==> config.mk <==
export PLATFORM = sky130hd
export DESIGN_NAME = xbw_write_seq
export DESIGN_NICKNAME = d
export VERILOG_FILES = /design/src/include/xbw_pkg.sv /design/src/hw/xbw_wait_gate.sv /design/src/hw/xbw_write_seq.sv
export VERILOG_INCLUDE_DIRS = /design/src /design/src/include
export SDC_FILE = /design/constraint.sdc
export NUM_CORES = 1
export LEC_CHECK = 0
export ABC_AREA = 1
export ABC_CLOCK_PERIOD_IN_PS = 2900
export BUFFER_PORTS_ARGS = -buffer_cell sky130_fd_sc_hd__buf_2
export CAP_MARGIN = 20
export CORE_ASPECT_RATIO = 1.75
export CORE_MARGIN = 2
export CORE_UTILIZATION = 50
export DETAILED_ROUTE_END_ITERATION = 6
export GPL_TIMING_DRIVEN = 0
export PLACE_DENSITY_LB_ADDON = 0.05
export RECOVER_POWER = 25
export SYNTH_ARGS = -nofsm -noshare
export SYNTH_HDL_FRONTEND = slang
export SYNTH_SLANG_ARGS = --single-unit
==> constraint.sdc <==
create_clock -name clk_sys_i -period 2.9 [get_ports clk_sys_i]
set_input_delay 0.29 -clock clk_sys_i [delete_from_list [all_inputs] [get_ports clk_sys_i]]
set_output_delay 0.29 -clock clk_sys_i [all_outputs]
set_load 0.02 [all_outputs]
==> src/include/xbw_consts.svh <==
// Constants of the external write sequencer: register offsets, field positions,
// reset levels and timing counts. Included by the package and the design files.
`ifndef XBW_CONSTS_SVH
`define XBW_CONSTS_SVH

// APB register byte offsets
`define XBW_OFF_CTRL 12'h000
`define XBW_OFF_TIMING 12'h004
`define XBW_OFF_ADDR 12'h008
`define XBW_OFF_DATA 12'h00C
`define XBW_OFF_STATUS 12'h010

// Control and status bit positions
`define XBW_CTRL_START 0
`define XBW_STAT_BUSY 0
`define XBW_STAT_DONE 1
`define XBW_STAT_STRETCH 2

// Timing register field positions
`define XBW_TIM_LEAD_LO 0
`define XBW_TIM_LEAD_HI 1
`define XBW_TIM_ACT_LO 2
`define XBW_TIM_ACT_HI 4
`define XBW_TIM_TRAIL_LO 5
`define XBW_TIM_TRAIL_HI 6
`define XBW_TIM_WEN 7
`define XBW_TIM_WKIND 8
`define XBW_TIM_DBL 9
`define XBW_TIM_BUS32 10

// Widths
`define XBW_ADDR_W 20
`define XBW_DATA_W 32
`define XBW_DIV_W 1

// Timing clock divider: one timing cycle is two system cycles
`define XBW_DIV_LAST 1'h1
`define XBW_DIV_ZERO 1'h0

// Count constants
`define XBW_CNT_ZERO 4'h0
`define XBW_CNT_ONE 4'h1
`define XBW_ASYNC_EARLY 4'h2

// Reset and idle levels
`define XBW_PIN_IDLE 1'b1
`define XBW_WORD_ZERO 32'h0000_0000

`endif

==> src/include/xbw_pkg.sv <==
// Types shared by the external write sequencer and its wait gate.
// Assumes xbw_consts.svh is reachable on the include path.
`include "xbw_consts.svh"

package xbw_pkg;

    typedef logic [`XBW_DIV_W-1:0] xbw_div_t;
    typedef logic [3:0] xbw_cnt_t;

    typedef enum logic [2:0] {
        XBW_IDLE = 3'b000,
        XBW_ALIGN = 3'b001,
        XBW_LEAD = 3'b010,
        XBW_ACT = 3'b011,
        XBW_TRAIL = 3'b100
    } xbw_state_e;

    typedef struct packed {
        logic seen;
    } xbw_gate_s;

    typedef struct packed {
        xbw_state_e state;
        xbw_cnt_t cnt;
        xbw_div_t div;
        logic bph;
        logic go;
        logic done;
        logic stretched;
        logic [1:0] lead;
        logic [2:0] act;
        logic [1:0] trail;
        logic wen;
        logic wkind;
        logic dbl;
        logic bus32;
        logic [`XBW_ADDR_W-1:0] addr;
        logic [`XBW_DATA_W-1:0] wdata;
        logic sync1;
        logic sync2;
        logic bclk;
        logic zone_n;
        logic dir;
        logic we0_n;
        logic we1_n;
        logic [`XBW_ADDR_W-1:0] a_out;
        logic [`XBW_DATA_W-1:0] d_out;
        logic d_oe;
        logic pready;
        logic pslverr;
        logic [31:0] prdata;
    } xbw_core_s;

endpackage : xbw_pkg

==> src/hw/xbw_wait_gate.sv <==
// Ready sampling gate for the active period of an external write.
// Assumes ready_i is already synchronised and tick_i marks timing-clock cycles.
`timescale 1ns/1ps
`include "xbw_consts.svh"

module xbw_wait_gate
    import xbw_pkg::*;
(
    input wire logic clk_sys_i,
    input wire logic srst_i,
    input wire logic tick_i,
    input wire logic active_i,
    input wire logic [3:0] elapsed_i,
    input wire logic [3:0] active_len_i,
    input wire logic sample_en_i,
    input wire logic sample_kind_i,
    input wire logic ready_i,
    output logic advance_o,
    output logic need_o,
    output logic [3:0] sample_pt_o
);

    xbw_gate_s q;
    xbw_gate_s d;

    // Sample point in elapsed active cycles; async looks two cycles early
    always_comb
    begin
        d = q;
        sample_pt_o = active_len_i;
        if (sample_kind_i)
        begin
            sample_pt_o = (active_len_i > `XBW_ASYNC_EARLY) ?
                          xbw_cnt_t'(active_len_i - `XBW_ASYNC_EARLY) : `XBW_CNT_ONE;
        end
        // A low sample holds the count, so the next cycle resamples
        need_o = sample_en_i & active_i & ~q.seen & (elapsed_i >= sample_pt_o);
        advance_o = ~need_o | ready_i;
        // Once ready is seen high the rest of the active period runs freely
        d.seen = active_i & (q.seen | (tick_i & need_o & ready_i));
    end

    always_ff @(posedge clk_sys_i)
    begin
        if (srst_i)
            q <= '0;
        else
            q <= d;
    end

endmodule : xbw_wait_gate

==> src/hw/xbw_write_seq.sv <==
// External parallel interface write sequencer with ready-stretched active phase.
// Assumes an APB master on clk_sys_i and an external device driving the ready pin.
//
// Added by the designer: the APB slave port and the register addresses.
`timescale 1ns/1ps
`include "xbw_consts.svh"

module xbw_write_seq
    import xbw_pkg::*;
(
    input wire logic clk_sys_i,
    input wire logic srst_i,
    input wire logic psel_i,
    input wire logic penable_i,
    input wire logic pwrite_i,
    input wire logic [11:0] paddr_i,
    input wire logic [31:0] pwdata_i,
    input wire logic external_wait_release_i,
    output logic pready_o,
    output logic pslverr_o,
    output logic [31:0] prdata_o,
    output logic bus_clock_output_o,
    output logic zone_select_n_o,
    output logic direction_line_o,
    output logic write_strobe_low_lane_n_o,
    output logic write_strobe_high_lane_n_o,
    output logic [`XBW_ADDR_W-1:0] ext_addr_o,
    output logic [`XBW_DATA_W-1:0] ext_data_o,
    output logic ext_data_oe_o
);

    xbw_core_s q;
    xbw_core_s d;
    logic tick;
    logic busy;
    logic apb_wr;
    logic apb_setup;
    logic wr_next;
    logic adv;
    logic need;
    logic [3:0] e_new;
    logic [3:0] sample_pt;
    logic [3:0] lead_len;
    logic [3:0] act_len;
    logic [3:0] trail_len;

    // A zero setting would give a period of no length; treat it as one cycle
    function automatic xbw_cnt_t period_len(input logic [2:0] v);
        xbw_cnt_t r;
        r = {1'b0, v};
        if (r == `XBW_CNT_ZERO)
            r = `XBW_CNT_ONE;
        return r;
    endfunction : period_len

    function automatic logic reg_hit(input logic [11:0] a);
        return (a == `XBW_OFF_CTRL) || (a == `XBW_OFF_TIMING) || (a == `XBW_OFF_ADDR) ||
               (a == `XBW_OFF_DATA) || (a == `XBW_OFF_STATUS);
    endfunction : reg_hit

    // Timing-clock enable and derived lengths
    assign tick = (q.div == `XBW_DIV_LAST);
    assign busy = q.go | (q.state != XBW_IDLE);
    assign e_new = xbw_cnt_t'(q.cnt + `XBW_CNT_ONE);
    assign lead_len = period_len({1'b0, q.lead});
    assign act_len = period_len(q.act);
    assign trail_len = period_len({1'b0, q.trail});
    assign apb_setup = psel_i & penable_i & ~q.pready;
    assign apb_wr = psel_i & penable_i & pwrite_i & q.pready;

    xbw_wait_gate xbw_wait_gate_inst (
        .clk_sys_i(clk_sys_i),
        .srst_i(srst_i),
        .tick_i(tick),
        .active_i(q.state == XBW_ACT),
        .elapsed_i(e_new),
        .active_len_i(act_len),
        .sample_en_i(q.wen),
        .sample_kind_i(q.wkind),
        .ready_i(q.sync2),
        .advance_o(adv),
        .need_o(need),
        .sample_pt_o(sample_pt)
    );

    always_comb
    begin
        d = q;
        wr_next = 1'b0;
        // Divider and bus clock phase; phase stays 0 unless the period is doubled
        d.div = tick ? `XBW_DIV_ZERO : xbw_div_t'(q.div + 1'b1);
        d.bph = tick ? (q.dbl & ~q.bph) : q.bph;
        // Ready pin crosses into our clock through two flops
        d.sync1 = external_wait_release_i;
        d.sync2 = q.sync1;
        // APB slave: one wait state, read data captured on the same edge that raises pready
        d.pready = apb_setup;
        d.pslverr = apb_setup & ~reg_hit(paddr_i);
        if (apb_setup)
        begin
            d.prdata = `XBW_WORD_ZERO;
            unique case (paddr_i)
                `XBW_OFF_TIMING:
                begin
                    d.prdata[`XBW_TIM_LEAD_HI:`XBW_TIM_LEAD_LO] = q.lead;
                    d.prdata[`XBW_TIM_ACT_HI:`XBW_TIM_ACT_LO] = q.act;
                    d.prdata[`XBW_TIM_TRAIL_HI:`XBW_TIM_TRAIL_LO] = q.trail;
                    d.prdata[`XBW_TIM_WEN] = q.wen;
                    d.prdata[`XBW_TIM_WKIND] = q.wkind;
                    d.prdata[`XBW_TIM_DBL] = q.dbl;
                    d.prdata[`XBW_TIM_BUS32] = q.bus32;
                end
                `XBW_OFF_ADDR: d.prdata[`XBW_ADDR_W-1:0] = q.addr;
                `XBW_OFF_DATA: d.prdata = q.wdata;
                `XBW_OFF_STATUS:
                begin
                    d.prdata[`XBW_STAT_BUSY] = busy;
                    d.prdata[`XBW_STAT_DONE] = q.done;
                    d.prdata[`XBW_STAT_STRETCH] = q.stretched;
                end
                default: d.prdata = `XBW_WORD_ZERO;
            endcase
        end
        // Settings are frozen while busy so an access never sees them change
        if (apb_wr)
        begin
            unique case (paddr_i)
                `XBW_OFF_CTRL:
                    if (pwdata_i[`XBW_CTRL_START] && !busy)
                    begin
                        d.go = 1'b1;
                        d.stretched = 1'b0;
                    end
                `XBW_OFF_TIMING:
                    if (!busy)
                    begin
                        d.lead = pwdata_i[`XBW_TIM_LEAD_HI:`XBW_TIM_LEAD_LO];
                        d.act = pwdata_i[`XBW_TIM_ACT_HI:`XBW_TIM_ACT_LO];
                        d.trail = pwdata_i[`XBW_TIM_TRAIL_HI:`XBW_TIM_TRAIL_LO];
                        d.wen = pwdata_i[`XBW_TIM_WEN];
                        d.wkind = pwdata_i[`XBW_TIM_WKIND];
                        d.dbl = pwdata_i[`XBW_TIM_DBL];
                        d.bus32 = pwdata_i[`XBW_TIM_BUS32];
                    end
                `XBW_OFF_ADDR:
                    if (!busy)
                        d.addr = pwdata_i[`XBW_ADDR_W-1:0];
                `XBW_OFF_DATA:
                    if (!busy)
                        d.wdata = pwdata_i;
                `XBW_OFF_STATUS:
                    if (pwdata_i[`XBW_STAT_DONE])
                        d.done = 1'b0;
                default: d.go = q.go;
            endcase
        end
        // Sequencer advances once per timing cycle
        if (tick)
        begin
            unique case (q.state)
                XBW_IDLE:
                    if (q.go)
                    begin
                        d.go = 1'b0;
                        d.cnt = `XBW_CNT_ZERO;
                        // Next cycle in the low half of the bus clock: align first
                        d.state = d.bph ? XBW_ALIGN : XBW_LEAD;
                    end
                XBW_ALIGN:
                    d.state = XBW_LEAD;
                XBW_LEAD:
                    if (e_new >= lead_len)
                    begin
                        d.state = XBW_ACT;
                        d.cnt = `XBW_CNT_ZERO;
                    end
                    else
                        d.cnt = e_new;
                XBW_ACT:
                    if (adv)
                    begin
                        if (e_new >= act_len)
                        begin
                            d.state = XBW_TRAIL;
                            d.cnt = `XBW_CNT_ZERO;
                        end
                        else
                            d.cnt = e_new;
                    end
                    else
                        d.stretched = 1'b1;
                XBW_TRAIL:
                    if (e_new >= trail_len)
                    begin
                        d.state = XBW_IDLE;
                        d.done = 1'b1; // Set placed after the clear so it wins
                    end
                    else
                        d.cnt = e_new;
                default: d.state = XBW_IDLE;
            endcase
        end
        // Pins follow the next state so they change with the bus clock edge
        wr_next = (d.state == XBW_LEAD) || (d.state == XBW_ACT) || (d.state == XBW_TRAIL);
        d.zone_n = ~wr_next;
        d.dir = ~wr_next;
        d.we0_n = ~(d.state == XBW_ACT);
        d.a_out = wr_next ? q.addr : {q.a_out[`XBW_ADDR_W-1:1], `XBW_PIN_IDLE};
        d.we1_n = q.bus32 ? d.we0_n : d.a_out[0];
        d.d_out = wr_next ? q.wdata : q.d_out;
        // Drive from strobe low; let go one cycle after direction returns high
        d.d_oe = (d.state == XBW_ACT) || (d.state == XBW_TRAIL) || (q.d_oe && !q.dir);
        d.bclk = q.dbl ? ~d.bph : (d.div == `XBW_DIV_ZERO);
    end

    // Single register stage for all state; pins idle inactive from reset
    always_ff @(posedge clk_sys_i)
    begin
        if (srst_i)
        begin
            q <= '0;
            q.zone_n <= `XBW_PIN_IDLE;
            q.dir <= `XBW_PIN_IDLE;
            q.we0_n <= `XBW_PIN_IDLE;
            q.we1_n <= `XBW_PIN_IDLE;
            q.a_out[0] <= `XBW_PIN_IDLE;
        end
        else
            q <= d;
    end

    assign pready_o = q.pready;
    assign pslverr_o = q.pslverr;
    assign prdata_o = q.prdata;
    assign bus_clock_output_o = q.bclk;
    assign zone_select_n_o = q.zone_n;
    assign direction_line_o = q.dir;
    assign write_strobe_low_lane_n_o = q.we0_n;
    assign write_strobe_high_lane_n_o = q.we1_n;
    assign ext_addr_o = q.a_out;
    assign ext_data_o = q.d_out;
    assign ext_data_oe_o = q.d_oe;
endmodule : xbw_write_seq

==> results of run 1 <==
-- per-layer routing --
metal,vias up,track usage (%),wire (um)
li1,3588,-,-
met1,3273,28.7,8350
met2,210,49.2,11800
met3,59,3.65,944
met4,0,15.0,1180
met5,-,0,0
-- worst register-to-register path, cell delays in order (launching register included) --
cell and delay [ns]:
dfxtp_1 0.41, nand3_1 0.10, nand2_1 0.07, nand2_1 0.10, inv_1 0.08, ha_1 0.25
a21oi_1 0.18, nand3_2 0.15, nand3_2 0.11, nand2_1 0.09, nand2_2 0.11, nand2_2 0.08
a21oi_4 0.22, buf_6 0.14, nand2_4 0.11, buf_6 0.18, nand3_1 0.12, nand2_1 0.06
nor2_1 0.10
-- registers in the layout, summed over array words and instances, names as in the netlist, 20 cells and up --
signal      count
prdata_o       32
ext_addr_o     20
ext_data_o     32
q              75
-- worst paths after layout --
| check | startpoint | endpoint | slack [ns] | cells past startpoint |
|---|---|---|---|---|
| max | q[164]$_SDFFE_PP0P_ | ext_addr_o[18]$_SDFFE_PP0N_ | 0.19 | 18 |
| min | external_wait_release_i | d[92]$_SDFF_PP0_ | 0.07 | 3 |
| max reg2reg | q[164]$_SDFFE_PP0P_ | ext_addr_o[18]$_SDFFE_PP0N_ | 0.19 | 18 |
| min reg2reg | d[92]$_SDFF_PP0_ | q[92]$_SDFF_PP0_ | 0.41 | 2 |
-- through the flow --
stage,hold WS (ns),util (%),cells,instance area (um2)
floorplan,0.374,-,1023,7680
global route,0.0682,60.8,1390,9270
detailed placement,0.403,56.6,1350,8620
CTS,0.0599,60.7,1384,9250
finish,0.0660,60.8,1390,9270
global placement,0.405,56.6,1350,8620
-- area by class of cell --
class                   count  share of cell area, %
flip-flops and latches    169                   36.5
multi-input cells         599                   32.4
plain buffers             140                   10.3
repair buffers            149                   7.46
clock buffers              19                   4.67
inverters                 115                   4.66
well taps                 186                   2.51
clock inverters            13                   1.44
-- cell families (layout without fill, tap and decap cells) --
logic type               count (synthesis)  in the layout
adder cells (fa/ha/maj)                 12             12
flip-flops                             169            169
other                                    1              1
AO/OA/AOI/OAI                          228            228
AND/OR/NAND/NOR                        357            357
buffers and inverters                  255            436
XOR/XNOR                                 1              1
-- cells in the mapped netlist (6+ instances only) --
cell and count:
dfxtp_1 169, nor2_1 136, nand2_1 116, inv_1 109, a21oi_1 98, buf_4 85
o21ai_0 85, nand3_1 80, clkbuf_1 34, o22ai_1 14, ha_1 12, buf_6 10
o211ai_1 9, o221ai_1 9, nor3_1 7, buf_2 6
-- power by group through the flow --
stage / sequential (uW) / combinational, uW / clock [uW]
after CTS: 2340 / 222 / 2220
final: 2340 / 221 / 2200
after global routing: 2340 / 240 / 2330
after global placement: 2390 / 220 / 0
after detailed placement: 2390 / 220 / 0
after floorplan: 2390 / 118 / 0
-- repair_timing --
action,in CTS,in global routing
gates resized for setup,13,12
pin swaps,4,6
setup buffers,2,6
setup endpoints to repair,54,55
==> results.cfg, run 1 <==
[synthesis]
synth.area.mux_share_pct = 0
synth-seq-cells = 169
ys_types = 38
ys_async_sr_fraction_pct = 0
netlist_area_um2 = 7680
netlist_instances = 1023
synth_top_area_cell = dfxtp_1
synth-seq-area-share_pct = 44.0
postSynthAreaPerCell_um2 = 7.51
synth_fa_ha_area_share_pct = 1.95
synth.area.top_cells = dfxtp_1 (44%), buf_4 (8.3%), nor2_1 (6.6%)
synth_compound_area_share_pct = 16.4
synth_fp_nets = 1085
synth_flop_cell = dfxtp_1
synth_largest_type_area_fraction_pct = 44.0
synth-edff-count = 0
synth_xor_area_share_pct = 0.114
synth_top_family_by_area = simple AND/OR/NAND/NOR gates
ys.warnings.count = 0
synth-simple-area-share_pct = 19.8

[critical_path]
cpPeakStageDelay_ns = 0.41
worstPathMaxFanout = 10
critPathRequiredTime_ns = 3.27
crit_family = simple AND/OR/NAND/NOR gates
worstPathCellList = nand3_1, nand2_1, nand2_1, inv_1, ha_1, a21oi_1, nand3_2, nand3_2, nand2_1, nand2_2, nand2_2, a21oi_4, buf_6, nand2_4, buf_6, nand3_1, nand2_1, nor2_1
cp.arrival_ns = 3.08
startpoint_type = flip-flop
critical_path.endpoint_type = flip-flop
slowest_stage = dfxtp_1
cp_common_cell = nand2_1
path_buf_inv = 3
path_class = reg2reg

[routing]
via_per_inst = 5.13
vias = 7130
drtIter0Drc = 335
wirelength_um = 22300
drc = 0
wl_per_cell_um = 16.0
ant_nets = 0
dr.pass1.iters = 4

[die]
ios = 142
start_util_pct = 50.4
die_h_um = 168
die_area_um2 = 16400
core-area_um2 = 15200
die_w_um = 97.7
row_count = 60

[grt]
grt_start_max_net_pins = 17
grtUsageTotal_pct = 26.6
antenna_found_initial = 0
grt_pass1_wl_um = 34300
grt_pass1_vias = 6691
grt_overflow = 0

[sta]
finalHoldViolCount = 0
finalWorstSetupSlack_ns = 0.189
fin_crit_ns = 2.71
clock_skew_ns = 0.0126
period_share_pct = 93.5
drv_slew = 0
slew_headroom_pct = 47.2
tightestPinTransition_ns = 0.792
fmax_ghz = 0.369
tns_ns = 0
setup_viol = 0

[pwr]
p_sw_uw = 1150
power_density_nw_per_um2 = 513
p_int_uw = 3610
p_total_uw = 4760
seqPwrFrac_pct = 49.2
leakage_uw = 0.00392
p_comb_share_pct = 4.6
ir_drop_mv = 0.432
power.clock.fraction_pct = 46.2
netSwitchingFraction_pct = 24.1

[finish]
final_common_cell = dfxtp_1
multi_input_area_um2 = 3000
mostFrequentLayoutCells = dfxtp_1 (168), nor2_1 (136), nand2_1 (113)
syn2layout_area_growth_pct = 20.6
nets = 1253
nFillCells = 1513
seq_area_um2 = 3390
drive_gt1_share_pct = 20.4
diodes = 0

[place]
io_buffers = 141
pre_cts_slack_ns = -0.369
hpwl_um = 17300
gp_congestion = 0.915

[clock_network]
clock_path_buffers = 2
hold_buffers = 0
cts.htree.levels = 4
cts_tree = built
clkTransAtPathRegs_ns = 0.07
cts.sinks = 169
numCtsBuffers = 17
cts_root_buf = clkbuf_16
worstSkewPairLatency_ns = 0.42

[hold_path]
hold_class = in2reg

[run_status]
status = completed

[flow_run]
maxCapViolations = 0
(Power assumes the default switching activity.)
==> inputs of run 2 (changes only) <==
--- a/config.mk
+++ b/config.mk
@@ -10,11 +10,14 @@
 export ABC_CLOCK_PERIOD_IN_PS = 2900
 export BUFFER_PORTS_ARGS = -buffer_cell sky130_fd_sc_hd__buf_2
 export CAP_MARGIN = 20
-export CORE_ASPECT_RATIO = 1.75
+export CELL_PAD_IN_SITES_DETAIL_PLACEMENT = 0
+export CELL_PAD_IN_SITES_GLOBAL_PLACEMENT = 1
+export CORE_ASPECT_RATIO = 1.5
 export CORE_MARGIN = 2
-export CORE_UTILIZATION = 50
+export CORE_UTILIZATION = 40
 export DETAILED_ROUTE_END_ITERATION = 6
 export GPL_TIMING_DRIVEN = 0
+export HOLD_SLACK_MARGIN = 0.15
 export PLACE_DENSITY_LB_ADDON = 0.05
 export RECOVER_POWER = 25
 export SYNTH_ARGS = -nofsm -noshare
==> run 2 against run 1 <==
  * Flip-flop and latch count is the same
  * Via count fell by 0.32%
  * Worst hold slack improved by 0.085 ns
  * Clock-buffer cell count decreased by 2
  * Utilization is 10 points lower
  * Global-route usage down 3.4 points
==> results.cfg, run 2 (synthesis gave the netlist of run 1 again) <==
[run_status]
status = completed

[critical_path]
worstPathMaxFanout = 8
cp.arrival_ns = 3.18
r2r-start = q[163]$_SDFFE_PP0P_
critical_path.endpoint_type = flip-flop
rrSetupSlack_ns = 0.1
r2r_end = ext_addr_o[18]$_SDFFE_PP0N_
startpoint_type = flip-flop
r2r_cells = 17
path_class = reg2reg
critPathRequiredTime_ns = 3.28

[hold_path]
holdPathStages = 3
hold_class = in2reg
hold-path-endpoint = q[120]$_SDFFE_PP0P_
hp-start = pwdata_i[26]

[die]
die_w_um = 117
start_util_pct = 40.4
row_count = 62
core-area_um2 = 19000
die_h_um = 174
ios = 142
die_area_um2 = 20400

[routing]
vias = 7107
drtIter0Drc = 362
ant_nets = 0
via_per_inst = 4.82
drc = 0
dr.pass1.iters = 7
wl_per_cell_um = 16.4
wirelength_um = 24200

[pwr]
leakage_uw = 0.00405
power_density_nw_per_um2 = 495
ir_drop_mv = 0.288

[sta]
period_share_pct = 96.7
clock_skew_ns = 0.0127
setup_viol = 0
finalWorstSetupSlack_ns = 0.0971
drv_slew = 0
fin_crit_ns = 2.80
fmax_ghz = 0.357
finalHoldViolCount = 0
slew_headroom_pct = 43.6
tightestPinTransition_ns = 0.846

[finish]
nets = 1270
largest_register = q
drive_gt1_share_pct = 22.0
diodes = 0
mostFrequentLayoutCells = dfxtp_1 (167), nor2_1 (136), nand2_1 (112)
finish.instance_area_um2 = 9650
syn2layout_area_growth_pct = 25.6
largest_reg_flops = 75
final_common_cell = dfxtp_1

[grt]
grt_pass1_vias = 6682
grtUsageTotal_pct = 23.3
antenna_found_initial = 0
grt_overflow = 0
grt_start_max_net_pins = 17
grt_pass1_wl_um = 35600

[place]
io_buffers = 141
hpwl_um = 18100
pre_cts_slack_ns = -0.455
postPlaceCellArea_um2 = 8710
gp_congestion = 0.922

[clock_network]
cts_root_buf = clkbuf_16
cts_tree = built
clock_path_buffers = 2
cts.htree.levels = 4
numCtsBuffers = 17
worstSkewPairLatency_ns = 0.44
clkTransAtPathRegs_ns = 0.07
cts.sinks = 169

[flow_run]
maxCapViolations = 0
-- run 2: final cells by class --
cell class	count	area, um2
clock buffers	17	425
fillers	1981	9350
plain buffers	140	977
inverters	115	432
well taps	256	320
flip-flops and latches	169	3390
repair buffers	165	905
clock inverters	14	141
multi-input cells	600	3070
-- run 2: repair_timing --
item	4_1_cts	5_1_grt
setup buffers	4	10
endpoints found under the setup margin	55	55
gates resized for setup	21	24
hold buffers	5	0
hold endpoints to repair	5	0
pin swaps	6	11
cloned	1	5
-- run 2: report_power, final --
part	internal, uW	switching (uW)
registers	2330	8.17
clock network	1200	1020
logic	78.4	152
-- run 2: routing by layer --
metal | GRT usage, % | share of wire [%]
met1 | 26.8 | 40
met2 | 41.0 | 52
met3 | 4.76 | 4.0
met4 | 9.51 | 3.5
met5 | 0 | 0
-- run 2: critical path, stage by stage (launching register included) --
cell       delay [ns]
dfxtp_1          0.38
ha_2             0.34
ha_1             0.32
nand2_1          0.07
nand2_1          0.05
nand2_1          0.07
nand3_2          0.11
nand3_2          0.12
nand2_2          0.08
nand2_2          0.09
nand2_2          0.07
a21oi_4          0.24
buf_6            0.14
nand3_4          0.13
nand2_8          0.21
clkbuf_16        0.19
nor2_1           0.04
nor2_1           0.08
-- run 2: per-stage QoR --
step / cells / total power (uW) / TNS (ns) / utilization (%) / hold slack (ns)
final: 1476 / 4780 / 0 / 50.8 / 0.151
after global routing: 1476 / 4920 / -0.847 / 50.8 / 0.169
after CTS: 1461 / 4820 / 0 / 49.7 / 0.151
after detailed placement: 1420 / 2620 / -21.22 / 45.8 / 0.405
after global placement: 1420 / 2620 / -22.08 / 45.8 / 0.410
after floorplan: 1023 / 2510 / 0 / - / 0.374
-- run 2: worst max-delay path by stage --
| stage | endpoint | cells past startpoint | startpoint | slack (ns) |
|---|---|---|---|---|
| finish | ext_addr_o[18]$_SDFFE_PP0N_ | 17 | q[163]$_SDFFE_PP0P_ | 0.1 |
| global route | ext_data_o[1]$_SDFFE_PP0N_ | 20 | q[162]$_SDFFE_PP0P_ | -0.05 |
| CTS | ext_data_o[2]$_SDFFE_PP0N_ | 19 | q[162]$_SDFFE_PP0P_ | 0.003 |
| detailed placement | ext_addr_o[0]$_SDFF_PP1_ | 17 | q[162]$_SDFFE_PP0P_ | -0.45 |
| global placement | ext_addr_o[0]$_SDFF_PP1_ | 17 | q[162]$_SDFFE_PP0P_ | -0.48 |
| floorplan | ext_addr_o[19]$_SDFFE_PP0N_ | 19 | q[162]$_SDFFE_PP0P_ | 0.34 |
